==> src/hdl/pdh_frame_cfg.svh <==
`ifndef PDH_FRAME_CFG_SVH
`define PDH_FRAME_CFG_SVH

// set lengths and sets per frame for each rate
`define SET_LEN_44 9'h055
`define SET_LEN_97 9'h0c0
`define SET_LEN_139 9'h1e8
`define SETS_44 6'h38
`define SETS_97 6'h06
`define SETS_139 6'h06

// overhead field widths and positions
`define OH_LEN_97 9'h003
`define OH_LEN_139_FIRST 9'h010
`define OH_LEN_139 9'h004
`define JUST_SET 3'h5
`define JUST_LAST_SET_44 3'h7
`define FAS2_SET_97 3'h3

// alignment patterns and stuff fill value
`define MFAS_44 3'h2
`define SFAS_44 4'h9
`define FAS1_97 3'h6
`define FAS2_97 3'h1
`define FAS_139 12'hfa0
`define STUFF_FILL 1'h0

// reset values
`define STUFF_RST 7'h00
`define PARITY_RST 1'h0

// data buffer
`define FIFO_DEPTH 8
`define FIFO_WIDTH 1

`endif

==> src/hdl/pdh_frame_pkg.sv <==
package pdh_frame_pkg;

  typedef enum logic [2:0] {
    MODE_44 = 3'b001,
    MODE_97 = 3'b010,
    MODE_139 = 3'b100
  } mode_t;

endpackage

==> src/hdl/pdh_test_frame_mapper.sv <==
`timescale 1ns/10ps
`include "pdh_frame_cfg.svh"

module fifo_buf #(
  parameter int WIDTH = `FIFO_WIDTH,
  parameter int DEPTH = `FIFO_DEPTH
) (
  // clock and reset
  input wire logic clk,
  input wire logic resetn,
  // filling side
  input wire logic inValid,
  output logic inReady,
  input wire logic [WIDTH-1:0] inData,
  // draining side
  output logic outValid,
  input wire logic outReady,
  output logic [WIDTH-1:0] outData
);
  localparam int AW = $clog2(DEPTH);
  logic [WIDTH-1:0] mem [DEPTH];
  logic [AW-1:0] wrPtr_reg;
  logic [AW-1:0] rdPtr_reg;
  logic [AW:0] count_reg;
  wire wrFire = inValid && inReady;
  wire rdFire = outValid && outReady;

  assign inReady = count_reg != DEPTH[AW:0];
  assign outValid = count_reg != '0;
  assign outData = mem[rdPtr_reg];

  always_ff @(posedge clk) begin
    if (wrFire) begin
      mem[wrPtr_reg] <= inData;
    end
  end

  always_ff @(posedge clk or negedge resetn) begin
    if (!resetn) begin
      wrPtr_reg <= '0;
      rdPtr_reg <= '0;
      count_reg <= '0;
    end else begin
      if (wrFire) begin
        wrPtr_reg <= wrPtr_reg + 1'b1;
      end
      if (rdFire) begin
        rdPtr_reg <= rdPtr_reg + 1'b1;
      end
      count_reg <= count_reg + {{AW{1'b0}}, wrFire} - {{AW{1'b0}}, rdFire};
    end
  end
endmodule

// Contract
// - 44M frame: seven 680-bit subframes, 4760 bits
// - eight sets: one overhead bit, 84 test
// - 56 overhead bits: lead, F, C order
// - multiframe alignment bits in subframes 5-7: 010
// - subframe sync bits a to d are 1001
// - channel n stuffs in subframe n
// - stuffing: all three C bits one
// - no stuffing: all three C bits zero
// - stuff bit n is nth after F4
// - 97M frame: six 192-bit sets, three overhead
// - 97M alignment 110 set one, 001 set four
// - sets 2,3,5 carry per-tributary control bits
// - set six: prior parity, national, remote alarm
// - 97M opportunity n: nth slot after aux bits
// - 139M frame: six 488-bit sets
// - set one: alignment, alarm, three national bits
// - sets two-five open with four control bits
// - set six: control bits, then opportunity bits
module pdh_test_frame_mapper (
  // clock and reset
  input wire logic clk,
  input wire logic resetn,
  // test sequence in
  input wire logic seqBit,
  input wire logic seqValid,
  output logic seqReady,
  // user settings, asynchronous levels
  input wire logic [1:0] modeSel,
  input wire logic [6:0] stuffReq,
  input wire logic [1:0] alarmSel,
  input wire logic [1:0] paritySel,
  input wire logic [2:0] nationalSel,
  input wire logic remoteAlarm,
  // line out
  output logic lineBit,
  output logic lineValid,
  output logic frameStart,
  output logic overheadFlag
);
  localparam int SW = 17;
  logic [SW-1:0] setMeta_reg;
  logic [SW-1:0] setSync_reg;
  pdh_frame_pkg::mode_t modeCur_reg;
  logic [6:0] stuffLat_reg;
  logic [8:0] bitInSet_reg;
  logic [5:0] setIdx_reg;
  logic parAcc_reg;
  logic parPrev_reg;
  logic lineBit_reg;
  logic lineValid_reg;
  logic frameStart_reg;
  logic overhead_reg;
  logic fifoValid;
  logic fifoBit;
  logic seqReady_reg;
  logic fifoInReady;

  // settings pass two flops before use
  always_ff @(posedge clk or negedge resetn) begin
    if (!resetn) begin
      setMeta_reg <= '0;
      setSync_reg <= '0;
    end else begin
      setMeta_reg <= {modeSel, stuffReq, alarmSel, paritySel, nationalSel, remoteAlarm};
      setSync_reg <= setMeta_reg;
    end
  end

  wire [1:0] sMode = setSync_reg[16:15];
  wire [6:0] sStuff = setSync_reg[14:8];
  wire [1:0] sAlarm = setSync_reg[7:6];
  wire [1:0] sParity = setSync_reg[5:4];
  wire [2:0] sNational = setSync_reg[3:1];
  wire sRemAlarm = setSync_reg[0];

  wire is44 = modeCur_reg == pdh_frame_pkg::MODE_44;
  wire is97 = modeCur_reg == pdh_frame_pkg::MODE_97;
  wire [2:0] sub = setIdx_reg[5:3];
  wire [2:0] sis = setIdx_reg[2:0];
  wire [8:0] subPlus = {6'h00, sub} + 9'h001;

  // 44M subframe overhead
  wire [6:0] leadVec = {`MFAS_44, sParity, sAlarm};
  wire lead44 = leadVec[sub];
  wire [3:0] sfas = `SFAS_44;
  wire fBit44 = sfas[2'h3 - sis[2:1]];
  wire oh44 = bitInSet_reg == 9'h000;
  wire val44 = (sis == 3'h0) ? lead44 : (sis[0] ? fBit44 : stuffLat_reg[sub]);
  wire stuff44 = (sis == `JUST_LAST_SET_44) && (bitInSet_reg == subPlus)
                 && stuffLat_reg[sub];

  // 97M overhead
  wire [1:0] b97 = bitInSet_reg[1:0];
  wire [2:0] fas1 = `FAS1_97;
  wire [2:0] fas2 = `FAS2_97;
  wire [2:0] aux97 = {parPrev_reg, sNational[0], sRemAlarm};
  wire oh97 = bitInSet_reg < `OH_LEN_97;
  wire val97 = (sis == 3'h0) ? fas1[2'h2 - b97] :
               (sis == `FAS2_SET_97) ? fas2[2'h2 - b97] :
               (sis == `JUST_SET) ? aux97[2'h2 - b97] : stuffLat_reg[b97];
  wire [8:0] slot97 = bitInSet_reg - `OH_LEN_97;
  wire stuff97 = (sis == `JUST_SET) && !oh97 && (slot97 < `OH_LEN_97)
                 && stuffLat_reg[slot97[1:0]];

  // 139M overhead
  wire [15:0] word139 = {`FAS_139, sRemAlarm, sNational};
  wire oh139 = (sis == 3'h0) ? (bitInSet_reg < `OH_LEN_139_FIRST)
                             : (bitInSet_reg < `OH_LEN_139);
  wire val139 = (sis == 3'h0) ? word139[4'hf - bitInSet_reg[3:0]]
                              : stuffLat_reg[bitInSet_reg[1:0]];
  wire stuff139 = (sis == `JUST_SET) && !oh139 && (bitInSet_reg < 9'h008)
                  && stuffLat_reg[bitInSet_reg[1:0]];

  // selection by mode
  wire isOh = is44 ? oh44 : (is97 ? oh97 : oh139);
  wire ohBit = is44 ? val44 : (is97 ? val97 : val139);
  wire isStuff = is44 ? stuff44 : (is97 ? stuff97 : stuff139);
  wire needSeq = !isOh && !isStuff;
  wire advance = !needSeq || fifoValid;
  wire rdFire = needSeq && fifoValid;
  wire outBit = isOh ? ohBit : (isStuff ? `STUFF_FILL : fifoBit);
  wire [8:0] setLen = is44 ? `SET_LEN_44 : (is97 ? `SET_LEN_97 : `SET_LEN_139);
  wire [5:0] numSets = is44 ? `SETS_44 : (is97 ? `SETS_97 : `SETS_139);
  wire lastBit = bitInSet_reg == setLen - 9'h001;
  wire frameEnd = lastBit && (setIdx_reg == numSets - 6'h01);
  wire frameWrap = advance && frameEnd;

  pdh_frame_pkg::mode_t modeNext;
  assign modeNext = (sMode == 2'h1) ? pdh_frame_pkg::MODE_97 :
                    (sMode == 2'h2) ? pdh_frame_pkg::MODE_139 : pdh_frame_pkg::MODE_44;

  // stream buffer; not drained in overhead or stuff slots, stalls the source only when full
  fifo_buf #(.WIDTH(`FIFO_WIDTH), .DEPTH(`FIFO_DEPTH)) u_buf (
    .clk(clk),
    .resetn(resetn),
    .inValid(seqValid),
    .inReady(fifoInReady),
    .inData(seqBit),
    .outValid(fifoValid),
    .outReady(needSeq),
    .outData(fifoBit)
  );

  // frame position; holds while a test bit is owed but none is buffered
  always_ff @(posedge clk or negedge resetn) begin
    if (!resetn) begin
      bitInSet_reg <= '0;
      setIdx_reg <= '0;
    end else if (advance) begin
      bitInSet_reg <= lastBit ? 9'h000 : bitInSet_reg + 9'h001;
      if (lastBit) begin
        setIdx_reg <= frameEnd ? 6'h00 : setIdx_reg + 6'h01;
      end
    end
  end

  // mode and stuffing change only on frame boundaries
  always_ff @(posedge clk or negedge resetn) begin
    if (!resetn) begin
      modeCur_reg <= pdh_frame_pkg::MODE_44;
      stuffLat_reg <= `STUFF_RST;
    end else if (frameWrap) begin
      modeCur_reg <= modeNext;
      stuffLat_reg <= sStuff;
    end
  end

  // parity over all bits of the frame just sent
  always_ff @(posedge clk or negedge resetn) begin
    if (!resetn) begin
      parAcc_reg <= `PARITY_RST;
      parPrev_reg <= `PARITY_RST;
    end else if (advance) begin
      parAcc_reg <= frameEnd ? `PARITY_RST : parAcc_reg ^ outBit;
      if (frameEnd) begin
        parPrev_reg <= parAcc_reg ^ outBit;
      end
    end
  end

  always_ff @(posedge clk or negedge resetn) begin
    if (!resetn) begin
      lineBit_reg <= 1'b0;
      lineValid_reg <= 1'b0;
      frameStart_reg <= 1'b0;
      overhead_reg <= 1'b0;
      seqReady_reg <= 1'b0;
    end else begin
      lineBit_reg <= advance ? outBit : 1'b0;
      lineValid_reg <= advance;
      frameStart_reg <= advance && (bitInSet_reg == 9'h000) && (setIdx_reg == 6'h00);
      overhead_reg <= advance && isOh;
      seqReady_reg <= fifoInReady;
    end
  end

  // registered copy is a hint; the fifo accepts only when it has room
  assign seqReady = seqReady_reg;
  assign lineBit = lineBit_reg;
  assign lineValid = lineValid_reg;
  assign frameStart = frameStart_reg;
  assign overheadFlag = overhead_reg;
endmodule

==> config.mk <==
export PLATFORM = sky130hd
export DESIGN_NAME = pdh_test_frame_mapper
export DESIGN_NICKNAME = d
export VERILOG_FILES = /design/src/hdl/pdh_frame_pkg.sv /design/src/hdl/pdh_test_frame_mapper.sv
export VERILOG_INCLUDE_DIRS = /design/src /design/src/hdl
export SDC_FILE = /design/constraint.sdc
export NUM_CORES = 1
export LEC_CHECK = 0
export CAP_MARGIN = 20
export CORE_MARGIN = 4
export CORE_UTILIZATION = 50
export CTS_BUF_LIST = sky130_fd_sc_hd__clkbuf_4 sky130_fd_sc_hd__clkbuf_8 sky130_fd_sc_hd__clkbuf_16
export CTS_CLUSTER_SIZE = 30
export DETAILED_ROUTE_END_ITERATION = 6
export DONT_BUFFER_PORTS = 1
export PLACE_DENSITY = 0.72
export SLEW_MARGIN = 20
export SYNTH_ARGS = -nofsm -noshare
export SYNTH_HDL_FRONTEND = slang
export SYNTH_SLANG_ARGS = --single-unit
==> constraint.sdc <==
create_clock -name clk -period 4.65 [get_ports clk]
set_clock_uncertainty 0.1 [all_clocks]
set_input_delay 0.6975 -clock clk [delete_from_list [all_inputs] [get_ports clk]]
set_output_delay 0.6975 -clock clk [all_outputs]
set_load 0.005 [all_outputs]
# Yosys cells after proc, flatten, opt, wreduce, memory -nomap -nowiden
# Memories as Yosys holds them, arrays and structs flattened.
# Index checks and enable logic that the tools add are counted.
[word_totals]
ff_bits = 76
mem_bits_rw = 8
output_inout_bits = 5
memories = 1
[memory_table]
columns = ["memory", "depth", "width", "read_ports", "rd_ports_with_merged_regs", "write_ports", "line_no", "source"]
rows = [
  ["u_buf.mem", 8, 1, 1, 0, 1, "pdh_test_frame_mapper.sv:21", "logic [WIDTH-1:0] mem [DEPTH];"],
]
[op_classes]
add_sub_neg = 13
order_cmp = 11
n_eq_ne = 11
muxes = 44
bitwise = 1
n_reduce_logical = 28
[op_table]
columns = ["operator", "n"]
rows = [
  ["$mux W1", 28],
  ["$mux W9", 3],
  ["$lt A9 B2 Y1 const B", 2],
  ["$logic_and A1 B1 Y1", 16],
  ["$bmux W1 S2", 6],
  ["$mux W6", 2],
  ["$add A9 B1 Y9 const B", 1],
  ["$eq A9 B4 Y1", 1],
  ["$eq A9 B9 Y1", 1],
  ["$logic_not A9 Y1", 1],
  ["$lt A9 B3 Y1 const B", 1],
  ["$lt A9 B4 Y1 const B", 1],
  ["$lt A9 B5 Y1 const B", 1],
  ["$sub A9 B1 Y9 const B", 1],
  ["$sub A9 B2 Y9 const B", 1],
  ["$lt A2 B4 Y1 const B", 2],
  ["$add A3 B1 Y3 const B", 2],
  ["$add A6 B1 Y6 const B", 1],
  ["$bmux W1 S3", 2],
  ["$eq A3 B2 Y1 const B", 2],
  ["$eq A3 B3 Y1 const B", 2],
  ["$eq A6 B6 Y1", 1],
  ["$logic_not A6 Y1", 1],
  ["$lt A2 B3 Y1 const B", 2],
  ["20 further kinds", 27],
]

# Longest topological paths before layout
# Gate-level depths: netlist of the first run.
[depth]
ltp_word = 14
depth_mapped = 14
depth_no_buf = 13

# Cells and area by module
# Synthesis of the first run repeated with hierarchy kept, for this count alone.
[hier_totals]
hier_cells = 337
area_unflattened_um2 = 3996.3
[modules_own_cells]
columns = ["module", "n_inst", "cells_each", "area_per_inst_um2", "seq_area_each_um2"]
rows = [
  ["pdh_test_frame_mapper", 1, 271, 3096.7, 1652.8],
  ["fifo_buf", 1, 66, 899.6, 490.5],
]

# Worst setup path before layout of the first run
# No wires, ideal clock.
[synth_path]
path_kind = "register to register"
from = "reg bitInSet_reg[1]"
to = "reg u_buf.count_reg[2]"
setup_ns = 0.123
arrival_ns = 3.530
path_slack_ns = 0.897
stages_incl_launch_ff = 15
path_buffers = 2
cell_sequence = "dfrtp_1 buf_2 inv_1 ha_1 clkbuf_1 mux4_2 nand4_1 a211oi_1 nor4_1 ha_1 inv_1 ha_1 inv_1 fa_1 xnor2_1"
[synth_between]
elab_chain_len = 12
[synth_lines]
columns = ["item", "line_no", "source"]
rows = [
  ["start: declaration", "pdh_test_frame_mapper.sv:100", "logic [8:0] bitInSet_reg;"],
  ["start signal: assignment", "pdh_test_frame_mapper.sv:205", "bitInSet_reg <= lastBit ? 9'h000 : bitInSet_reg + 9'h001;"],
  ["branches (longest 9 deep; another with $sub A9 B2 Y9)", "n/a", ""],
  ["$logic_and A1 B1 Y1 (*)", "pdh_test_frame_mapper.sv:173", "wire needSeq = !isOh && !isStuff;"],
  ["$logic_and A1 B1 Y1 (*)", "pdh_test_frame_mapper.sv:26", "wire rdFire = outValid && outReady;"],
  ["named net u_buf.rdFire", "pdh_test_frame_mapper.sv:26", ""],
  ["$sub A4 B1 Y4 (*)", "pdh_test_frame_mapper.sv:50", "count_reg <= count_reg + {{AW{1'b0}}, wrFire} - {{AW{1'b0}}, rdFire};"],
  ["end signal: assignment", "pdh_test_frame_mapper.sv:50", ""],
  ["end: declaration", "pdh_test_frame_mapper.sv:24", "logic [AW:0] count_reg;"],
]
# Mark *: on every way through the listed nets, which the timed path passes. The select of a mux whose other input is x is not followed.
# A chain may end at the register's enable or synchronous reset.

# Worst setup path in the final report of the first run
# Same ends and word-level chain as after synthesis.

==> results.tsv, run 1 <==
stage	metric	value	unit
worst_setup_path	CP Class	flop to flop	
final_layout	Synth-to-Final Area Change	7.46	%
synth	cell count after synthesis	336	
worst_setup_path	Worst Setup End Kind	flop	
timing	count of pins over their slew limit	0	
clock_tree	CTS Buffer Depth	2	
final_layout	# fillers	634	
global_route	pin count of the biggest net entering global routing	76	
route	initial DRC count	138	
global_route	Tot GR Track Use	16.6	%
floorplanning	die footprint	9480	um^2
timing	minimum clock period	4.08	ns
final_layout	NumNets Final	381	
synth	Main synth FF type	dfrtp_1	
power	Power Density	509	nW/um^2
final_layout	Final Cell Area	4290	um^2
route	Post-Route WL	7.29	mm
place	RD Place Congestion	0.966	
clock_tree	cts repair resizes	0	
synth	async set or reset register ratio after synthesis	90.5	%
place	pre-CTS WS	0.584	ns
synth	EDFF count, synth	8	
clock_tree	number of buffers created by CTS	9	
worst_setup_path	FF-to-FF path depth	12	
place	# port buffers	0	
clock_tree	Reg clk slew, reported paths	0.09	ns
synth	area share of and/or/nand/nor cells after synthesis	13.3	%
synth	Seq/Total Area, Yosys	53.7	%
floorplanning	die width	97.4	um
timing	final worst setup slack	0.574	ns
timing	measured slew at the worst slew-check pin	0.959	ns
power	Power, Total	2180	uW
timing	max_slew headroom	35.7	%
route	via/cell ratio	5.72	
final_layout	Non-Filler Instances	445	
hold_path	Worst Hold Class	primary input to asynchronous set/reset pin	
worst_setup_path	critical path data required time	4.78	ns
clock_tree	H-tree Lvls	3	
global_route	GRT overflow	0	
synth	Synth Area in Adders	7.08	%
synth	post-synthesis sequential element count	84	
synth	Mapped Area	3990	um^2
timing	RSZ-0062 raised after global routing	false	
synth	top post-synthesis cells by area	dfrtp_1 47%, ha_1 6.6%, edfxtp_1 6.0%	
final_layout	layout cells sized above 1	14.9	%
timing	Max Freq	245	MHz
global_route	vias in the first global route	2544	
final_layout	# diodes	0	
synth	Compound-Gate Fraction of Synth Area	10.2	%
floorplanning	Initial Util	51.7	%
synth	main combinational cell family by area after synthesis	simple AND/OR/NAND/NOR gates	
run_status	run status	completed	
final_layout	most common cell after layout, fill and taps aside	dfrtp_1	
route	DR WL/cell	16.4	um
clock_tree	CTS root buf	clkbuf_8	
floorplanning	Ports	26	
clock_tree	clock latency at the later pin of the worst-skew pair	0.35	ns
timing	Setup violations, final	0	
synth	proportion of synthesized area in mux cells	8.52	%
synth	post-synth top area cell	dfrtp_1	
power	Max VDD drop	0.000265	V
place	Placed Cells	428	
worst_setup_path	CP max FO	12	
route	Detail Route Antenna Nets	0	
route	via count	2545	
synth	Ys Warns	0	
synth	Netlist cell types	58	
timing	Tcrit/Tclk final	87.7	%
synth	syn_area_per_cell	11.9	um^2
floorplanning	Die Ht	97.4	um
final_layout	most frequent cells in the layout	75 x dfrtp_1, 23 x nand2_1, 21 x ha_1, 20 x inv_1, 16 x o21ai_0	
run	Max Cap Viol	0	
power	Static Leakage	0.00186	uW
clock_tree	# clock sinks	84	
timing	Fin Setup TNS	0	ns
worst_setup_path	Critical Path AT	4.21	ns
floorplanning	num rows	32	
route	drt pass-1 iters	4	
floorplanning	Core ar.	7730	um^2
timing	Final Hold Fails	0	
synth	top-area cell type share of the netlist area	47.0	%
route	remaining routing DRC violations	0	
synth	xor-xnor portion of the synthesized cell area	3.73	%
global_route	first-pass GRT wire length	12.4	mm
clock_tree	clock tree from TritonCTS	done	
place	Area after DPL	4080	um^2
place	DP HPWL	5.07	mm
synth	syn nets	379	
worst_setup_path	critical path startpoint category	flop	
global_route	initial antenna violation count	0	
==> kinds of logic (layout without fill, tap and decap cells) <==
logic type	count (synthesis)	in the layout
AND/OR/NAND/NOR	97	97
multiplexers	26	26
AO/OA/AOI/OAI	56	56
flip-flops	84	84
buffers and inverters	34	41
XOR/XNOR	17	17
adder cells (fa/ha/maj)	22	22
==> repair_timing <==
item                      4_1_cts  5_1_grt
hold buffers                    1        0
hold endpoints to repair       75        0
buffers inserted                0        0
==> report_power, final <==
| part | internal, uW | total, uW | switching, uW |
|---|---|---|---|
| Sequential | 869 | 1020 | 146 |
| Clock | 204 | 469 | 265 |
| Combinational | 337 | 697 | 360 |
| Total | 1410 | 2180 | 771 |
==> final cells by class <==
type / instances / area [um^2] / area share, %
Tap cell: 102 / 128 / 2.97
Sequential cell: 84 / 2140 / 50.0
Multi-Input combinational cell: 218 / 1710 / 39.9
Clock buffer: 10 / 131 / 3.06
Clock inverter: 6 / 47.5 / 1.11
Inverter: 21 / 80.1 / 1.87
Timing Repair Buffer: 4 / 50.0 / 1.17
==> metrics by stage <==
step | hold slack, ns | util [%]
after floorplan | 0.231 | -
after global placement | 0.233 | 52.8
after detailed placement | 0.235 | 52.8
after CTS | 0.0538 | 55.5
after global routing | 0.0449 | 55.5
final | 0.0766 | 55.5
==> worst paths after layout <==
check | startpoint | to | slack, ns
max | bitInSet_reg[1]$_DFFE_PN0N_ | u_buf.count_reg[2]$_DFF_PN0_ | 0.57
min | resetn | modeCur_reg[0]$_DFFE_PN1P_ | 0.08
max reg2reg | bitInSet_reg[1]$_DFFE_PN0N_ | u_buf.count_reg[2]$_DFF_PN0_ | 0.57
min reg2reg | setMeta_reg[15]$_DFF_PN0_ | setSync_reg[15]$_DFF_PN0_ | 0.25
max in group asynchronous | resetn | setSync_reg[3]$_DFF_PN0_ | 4.02
min in group clk | setMeta_reg[15]$_DFF_PN0_ | setSync_reg[15]$_DFF_PN0_ | 0.25
==> critical path, stage by stage (launching register included) <==
cell and delay (ns):
dfrtp_1 0.61, inv_1 0.14, ha_1 0.46, mux4_2 0.54, nand4_1 0.09, a211oi_1 0.20, nor4_1 0.68, ha_1 0.34
inv_1 0.06, ha_1 0.15, inv_1 0.06, fa_1 0.38, xnor2_1 0.14
==> synthesized netlist by cell type, types with 2 or more instances <==
library cell	number
dfrtp_1	75
nor3_1	5
nand2b_1	10
mux2i_1	7
or4_4	2
clkbuf_1	8
nand4_1	6
a31o_2	2
nor2_1	13
or4_1	3
o21ai_0	16
inv_1	20
and2_1	5
a31oi_1	2
edfxtp_1	8
xnor2_1	9
a21o_1	2
o2111ai_1	3
a211oi_1	2
a21oi_1	6
o31ai_1	4
o21a_1	3
mux4_2	5
mux2_2	14
o211ai_1	3
and3_1	3
nor2b_1	9
o22ai_1	2
buf_2	2
buf_1	2
ha_1	21
nand3_1	7
nor3b_1	3
xor2_1	8
nand2_1	23
==> layer usage <==
layer / GRT usage [%] / routed length [um]
met1: 22.1 / 3170
met2: 25.4 / 3460
met3: 4.67 / 468
met4: 7.35 / 185
met5: 0 / 0
Note: power is estimated with default switching activity, not from simulation.
==> run 2, diff against run 1 <==
--- a/config.mk
+++ b/config.mk
@@ -8,12 +8,12 @@
 export LEC_CHECK = 0
 export CAP_MARGIN = 20
 export CORE_MARGIN = 4
-export CORE_UTILIZATION = 50
+export CORE_UTILIZATION = 55
 export CTS_BUF_LIST = sky130_fd_sc_hd__clkbuf_4 sky130_fd_sc_hd__clkbuf_8 sky130_fd_sc_hd__clkbuf_16
 export CTS_CLUSTER_SIZE = 30
 export DETAILED_ROUTE_END_ITERATION = 6
 export DONT_BUFFER_PORTS = 1
-export PLACE_DENSITY = 0.72
+export PLACE_DENSITY = 0.77
 export SLEW_MARGIN = 20
 export SYNTH_ARGS = -nofsm -noshare
 export SYNTH_HDL_FRONTEND = slang
==> run 2 against run 1 <==
Sequential share of layout area is 0.48 points lower. Count of clock-buffer cells in the layout stayed put. First-iteration DRC count is 3.6% lower. Cell count is 1.3% lower. Design area is 0.96% higher. Maximum frequency is 0.20% lower. Largest cell class unchanged. Clock power is 22% higher. Die area is 8.4% lower. Flip-flop and latch count stayed put. Global-route usage is 2.8 points higher.
==> results.tsv, run 2 (synthesis gave the netlist of run 1 again) <==
stage	metric	value	unit
run_status	run status	completed	
global_route	pin count of the biggest net entering global routing	76	
final_layout	most frequent cells in the layout	75 x dfrtp_1, 23 x nand2_1, 21 x ha_1, 20 x inv_1, 16 x o21ai_0	
global_route	initial antenna violation count	0	
final_layout	NumNets Final	382	
worst_setup_path	biggest cell delay along the critical path	0.69	ns
route	DR WL/cell	17.2	um
global_route	GRT overflow	0	
floorplanning	Ports	26	
floorplanning	die width	93.2	um
route	via/cell ratio	5.76	
floorplanning	Core ar.	6910	um^2
timing	minimum clock period	4.08	ns
worst_setup_path	CP delay by family, top	adder cells	
clock_tree	H-tree Lvls	3	
timing	Tcrit/Tclk final	87.8	%
global_route	first-pass GRT wire length	12.9	mm
route	initial DRC count	133	
worst_setup_path	Critical Path AT	4.23	ns
clock_tree	CTS Buffer Depth	2	
floorplanning	Initial Util	57.8	%
final_layout	Synth-to-Final Area Change	8.49	%
final_layout	most common cell after layout, fill and taps aside	dfrtp_1	
place	# port buffers	0	
global_route	Tot GR Track Use	19.3	%
clock_tree	cts repair resizes	0	
clock_tree	clock latency at the later pin of the worst-skew pair	0.34	ns
power	Max VDD drop	0.000319	V
timing	Final Hold Fails	0	
power	Power, Total	2310	uW
clock_tree	Post-CTS Hold Fix Bufs	1	
global_route	vias in the first global route	2623	
worst_setup_path	critical path data required time	4.79	ns
clock_tree	post-CTS setup buffer count	0	
worst_setup_path	crit-path cells	inv_1 -> ha_1 -> mux4_2 -> nand4_1 -> a211oi_1 -> buf_4 -> nor4_1 -> ha_1 -> inv_1 -> ha_1 -> inv_1 -> fa_1 -> inv_1	
timing	Fin Setup TNS	0	ns
route	Detail Route Antenna Nets	0	
floorplanning	Die Ht	93.2	um
power	Power Density	533	nW/um^2
place	DP HPWL	5.17	mm
timing	count of pins over their slew limit	0	
power	Static Leakage	0.00189	uW
place	RD Place Congestion	0.888	
final_layout	fin util	62.7	%
worst_setup_path	Worst Setup End Kind	flop	
final_layout	layout cells sized above 1	14.9	%
clock_tree	# clock sinks	84	
hold_path	Worst Hold Class	primary input to asynchronous set/reset pin	
clock_tree	number of buffers created by CTS	9	
worst_setup_path	Bufs and invs on worst path	5	
worst_setup_path	cell mode on critical path	inv_1	
clock_tree	clock tree from TritonCTS	done	
timing	Setup violations, final	0	
clock_tree	CTS root buf	clkbuf_8	
route	Post-Route WL	7.56	mm
route	drt pass-1 iters	4	
final_layout	# diodes	0	
timing	Max Freq	245	MHz
worst_setup_path	CP Class	flop to flop	
route	via count	2529	
worst_setup_path	critical path startpoint category	flop	
run	Max Cap Viol	0	
worst_setup_path	CP max FO	12	
worst_setup_path	Slowest cell on crit path	nor4_1	
floorplanning	die footprint	8690	um^2
timing	measured slew at the worst slew-check pin	0.783	ns
timing	RSZ-0062 raised after global routing	false	
clock_tree	Reg clk slew, reported paths	0.08	ns
timing	Fin Hold WS	0.0924	ns
floorplanning	num rows	30	
timing	max_slew headroom	47.3	%
route	remaining routing DRC violations	0	
## run 2: path summary, 6_finish.rpt
kind,startpoint,end,slack [ns],depth (start not counted)
worst max-delay path,bitInSet_reg[1]$_DFFE_PN0N_,u_buf.count_reg[1]$_DFF_PN0_,0.57,13
worst min-delay path,resetn,modeCur_reg[0]$_DFFE_PN1P_,0.09,0
worst max register to register,bitInSet_reg[1]$_DFFE_PN0N_,u_buf.count_reg[1]$_DFF_PN0_,0.57,13
worst min register to register,setMeta_reg[8]$_DFF_PN0_,setSync_reg[8]$_DFF_PN0_,0.25,0
max in group asynchronous,resetn,stuffLat_reg[5]$_DFFE_PN0P_,4.01,1
min in group clk,setMeta_reg[8]$_DFF_PN0_,setSync_reg[8]$_DFF_PN0_,0.25,0
## run 2: cell type report
cell class / count / area (um^2)
clock buffer: 10 / 138
clock inverter: 5 / 82.6
fill: 570 / 2570
inverter: 21 / 80.1
multi-input combinational: 218 / 1710
sequential: 84 / 2140
tap: 96 / 120
timing repair buffer: 5 / 57.6
## run 2: report_power, final
group | switching [uW] | total (uW) | internal, uW
registers | 146 | 1010 | 869
logic | 380 | 722 | 342
clock network | 254 | 570 | 316
total | 780 | 2310 | 1530
## run 2: layer usage
layer,global-route usage (%),vias to the layer above,part of all wire [%]
met3,4.26,18,4.1
met1,24.6,1254,43
li1,-,1192,-
met2,31.8,65,50
met4,8.67,0,2.8
met5,0,-,0
## run 2: through the flow
stage | instance area [um^2] | setup WS, ns | std cells
final | 4330 | 0.566 | 439
after detailed placement | 4080 | 0.580 | 423
after CTS | 4330 | 0.571 | 439
after floorplan | 3990 | 0.897 | 336
after global placement | 4080 | 0.762 | 423
after global routing | 4330 | 0.320 | 439
==> run 3, diff against run 2 <==
==> constraint.sdc (replaced) <==
create_clock -name clk -period 5.15 [get_ports clk]
set_clock_uncertainty 0.1 [all_clocks]
set_input_delay 0.7725 -clock clk [delete_from_list [all_inputs] [get_ports clk]]
set_output_delay 0.7725 -clock clk [all_outputs]
set_load 0.005 [all_outputs]
==> run 3 against run 2 <==
Worst setup slack better by 0.31 ns. Cell count is 0.23% higher. Maximum frequency shrank 4.4%. Global-route usage decreased by 0.77 points. Count of clock-buffer cells in the layout up 1. Hold slack better by 0.068 ns. Sequential share of layout area up 0.14 points. Combinational power decreased by 14%. Wire length down 0.52%. Die area stayed put. Clock power fell by 18%. Sequential power shrank 7%. Largest cell class unchanged.
==> results.tsv, run 3 (synthesis gave the netlist of run 1 again) <==
stage	metric	value	unit
clock_tree	number of buffers created by CTS	9	
clock_tree	CTS root buf	clkbuf_8	
final_layout	NumNets Final	382	
timing	minimum clock period	4.27	ns
clock_tree	cts repair resizes	0	
route	Post-Route WL	7.52	mm
worst_setup_path	critical path data required time	5.29	ns
power	Power Density	469	nW/um^2
route	initial DRC count	195	
power	Max VDD drop	0.000271	V
worst_setup_path	setup slack, reg-to-reg	0.88	ns
route	via count	2566	
timing	measured slew at the worst slew-check pin	1.00	ns
timing	Tcrit/Tclk final	83.0	%
timing	Final Hold Fails	0	
place	Placed Cells	420	
worst_setup_path	Worst Setup End Kind	flop	
global_route	Tot GR Track Use	18.6	%
place	# port buffers	0	
run	Max Cap Viol	0	
place	RD Place Congestion	0.855	
floorplanning	Core ar.	6910	um^2
floorplanning	die footprint	8690	um^2
route	Detail Route Antenna Nets	0	
timing	Max Freq	234	MHz
floorplanning	Initial Util	57.8	%
clock_tree	CTS Buffer Depth	2	
place	pre-CTS WS	0.881	ns
route	DR WL/cell	17.1	um
worst_setup_path	reg-to-reg startpoint	bitInSet_reg[0]$_DFFE_PN0N_	
run_status	run status	completed	
timing	count of pins over their slew limit	0	
worst_setup_path	R2R Path End	u_buf.count_reg[2]$_DFF_PN0_	
route	drt pass-1 iters	5	
route	remaining routing DRC violations	0	
floorplanning	num rows	30	
final_layout	Non-Filler Instances	440	
power	Static Leakage	0.00188	uW
worst_setup_path	CP Class	flop to flop	
final_layout	storage element area	2140	um^2
timing	RSZ-0062 raised after global routing	false	
floorplanning	die width	93.2	um
global_route	initial antenna violation count	0	
timing	max_slew headroom	32.9	%
global_route	first-pass GRT wire length	12.4	mm
floorplanning	Ports	26	
place	Area after DPL	4060	um^2
final_layout	most common cell after layout, fill and taps aside	dfrtp_1	
worst_setup_path	Critical Path AT	4.41	ns
power	Power, Total	2030	uW
final_layout	# fillers	557	
final_layout	most frequent cells in the layout	75 x dfrtp_1, 23 x nand2_1, 21 x ha_1, 20 x inv_1, 16 x o21ai_0	
timing	Setup violations, final	0	
route	via/cell ratio	5.83	
floorplanning	Die Ht	93.2	um
final_layout	footprint of the multi-input gates	1710	um^2
global_route	vias in the first global route	2584	
timing	Fin Setup TNS	0	ns
global_route	pin count of the biggest net entering global routing	57	
worst_setup_path	critical path startpoint category	flop	
global_route	GRT overflow	0	
clock_tree	clock latency at the later pin of the worst-skew pair	0.35	ns
hold_path	Worst Hold Class	primary input to asynchronous set/reset pin	
clock_tree	Reg clk slew, reported paths	0.08	ns
worst_setup_path	CP max FO	18	
worst_setup_path	FF-to-FF path depth	13	
timing	final worst setup slack	0.877	ns
final_layout	Final Cell Area	4320	um^2
clock_tree	# clock sinks	84	
final_layout	Synth-to-Final Area Change	8.18	%
final_layout	# diodes	0	
clock_tree	clock tree from TritonCTS	done	
clock_tree	H-tree Lvls	3	
place	DP HPWL	5.11	mm
final_layout	layout cells sized above 1	14.2	%
run 3: cell types whose count changed in the layout (fill, tap and decap cells not counted), sizes merged:
cell,previous run,this run
buf,5,2
dlygate4sd3,0,3
clkinv,1,3
bufinv,2,1
clkbuf,10,11
inv,22,21
run 3: worst max path at each step:
stage          depth (start not counted)  slack [ns]                      endpoint                        start
3_3_place_gp                          13        1.11  u_buf.count_reg[2]$_DFF_PN0_  bitInSet_reg[0]$_DFFE_PN0N_
5_1_grt                               13        0.51  u_buf.count_reg[2]$_DFF_PN0_  bitInSet_reg[0]$_DFFE_PN0N_
6_report                              13        0.88  u_buf.count_reg[2]$_DFF_PN0_  bitInSet_reg[0]$_DFFE_PN0N_
3_5_place_dp                          13        0.88  u_buf.count_reg[2]$_DFF_PN0_  bitInSet_reg[0]$_DFFE_PN0N_
2_1_floorplan                         14        1.40  u_buf.count_reg[2]$_DFF_PN0_  bitInSet_reg[1]$_DFFE_PN0N_
4_1_cts                               13        0.86  u_buf.count_reg[2]$_DFF_PN0_  bitInSet_reg[0]$_DFFE_PN0N_
run 3: final cells by class:
type | instances | area share [%]
inverter | 21 | 1.85
clock buffer | 11 | 3.22
tap | 96 | 2.78
sequential | 84 | 49.6
timing repair buffer | 5 | 1.51
multi-input combinational | 218 | 39.6
clock inverter | 5 | 1.42
run 3: metal layers:
metal  up-vias  track usage (%)  share of wire, %
li1       1195                -                 -
met1      1277             23.4                44
met2        75             30.6                49
met3        19             3.94               4.8
met4         0             8.79               2.7
met5         -                0                 0
run 3: stage by stage:
step,hold slack [ns],util [%]
6_report,0.161,62.5
4_1_cts,0.000399,62.0
2_1_floorplan,0.231,-
5_1_grt,0.136,62.5
3_5_place_dp,0.235,58.8
3_3_place_gp,0.232,58.8
run 3: what timing repair did:
action,in CTS,in global routing
buffers inserted,0,0
hold buffers,2,2
setup endpoints to repair,0,0
hold endpoints to repair,16,52
run 3: worst max-delay path: stages, from the launching register on:
cell and delay (ns):
dfrtp_1 0.72, inv_1 0.18, ha_1 0.47, mux4_2 0.53
nand4_1 0.08, a211oi_1 0.07, buf_4 0.17, nor4_1 0.70
ha_1 0.36, inv_1 0.06, ha_1 0.16, inv_1 0.06
fa_1 0.38, xnor2_1 0.13
run 3: report_power, final:
part           internal, uW  leakage, uW  switching [uW]  total, uW
logic                   304     0.000776             318        622
clock network           237     0.000101             231        468
registers               784      0.00100             151        935
total                  1330      0.00188             700       2030
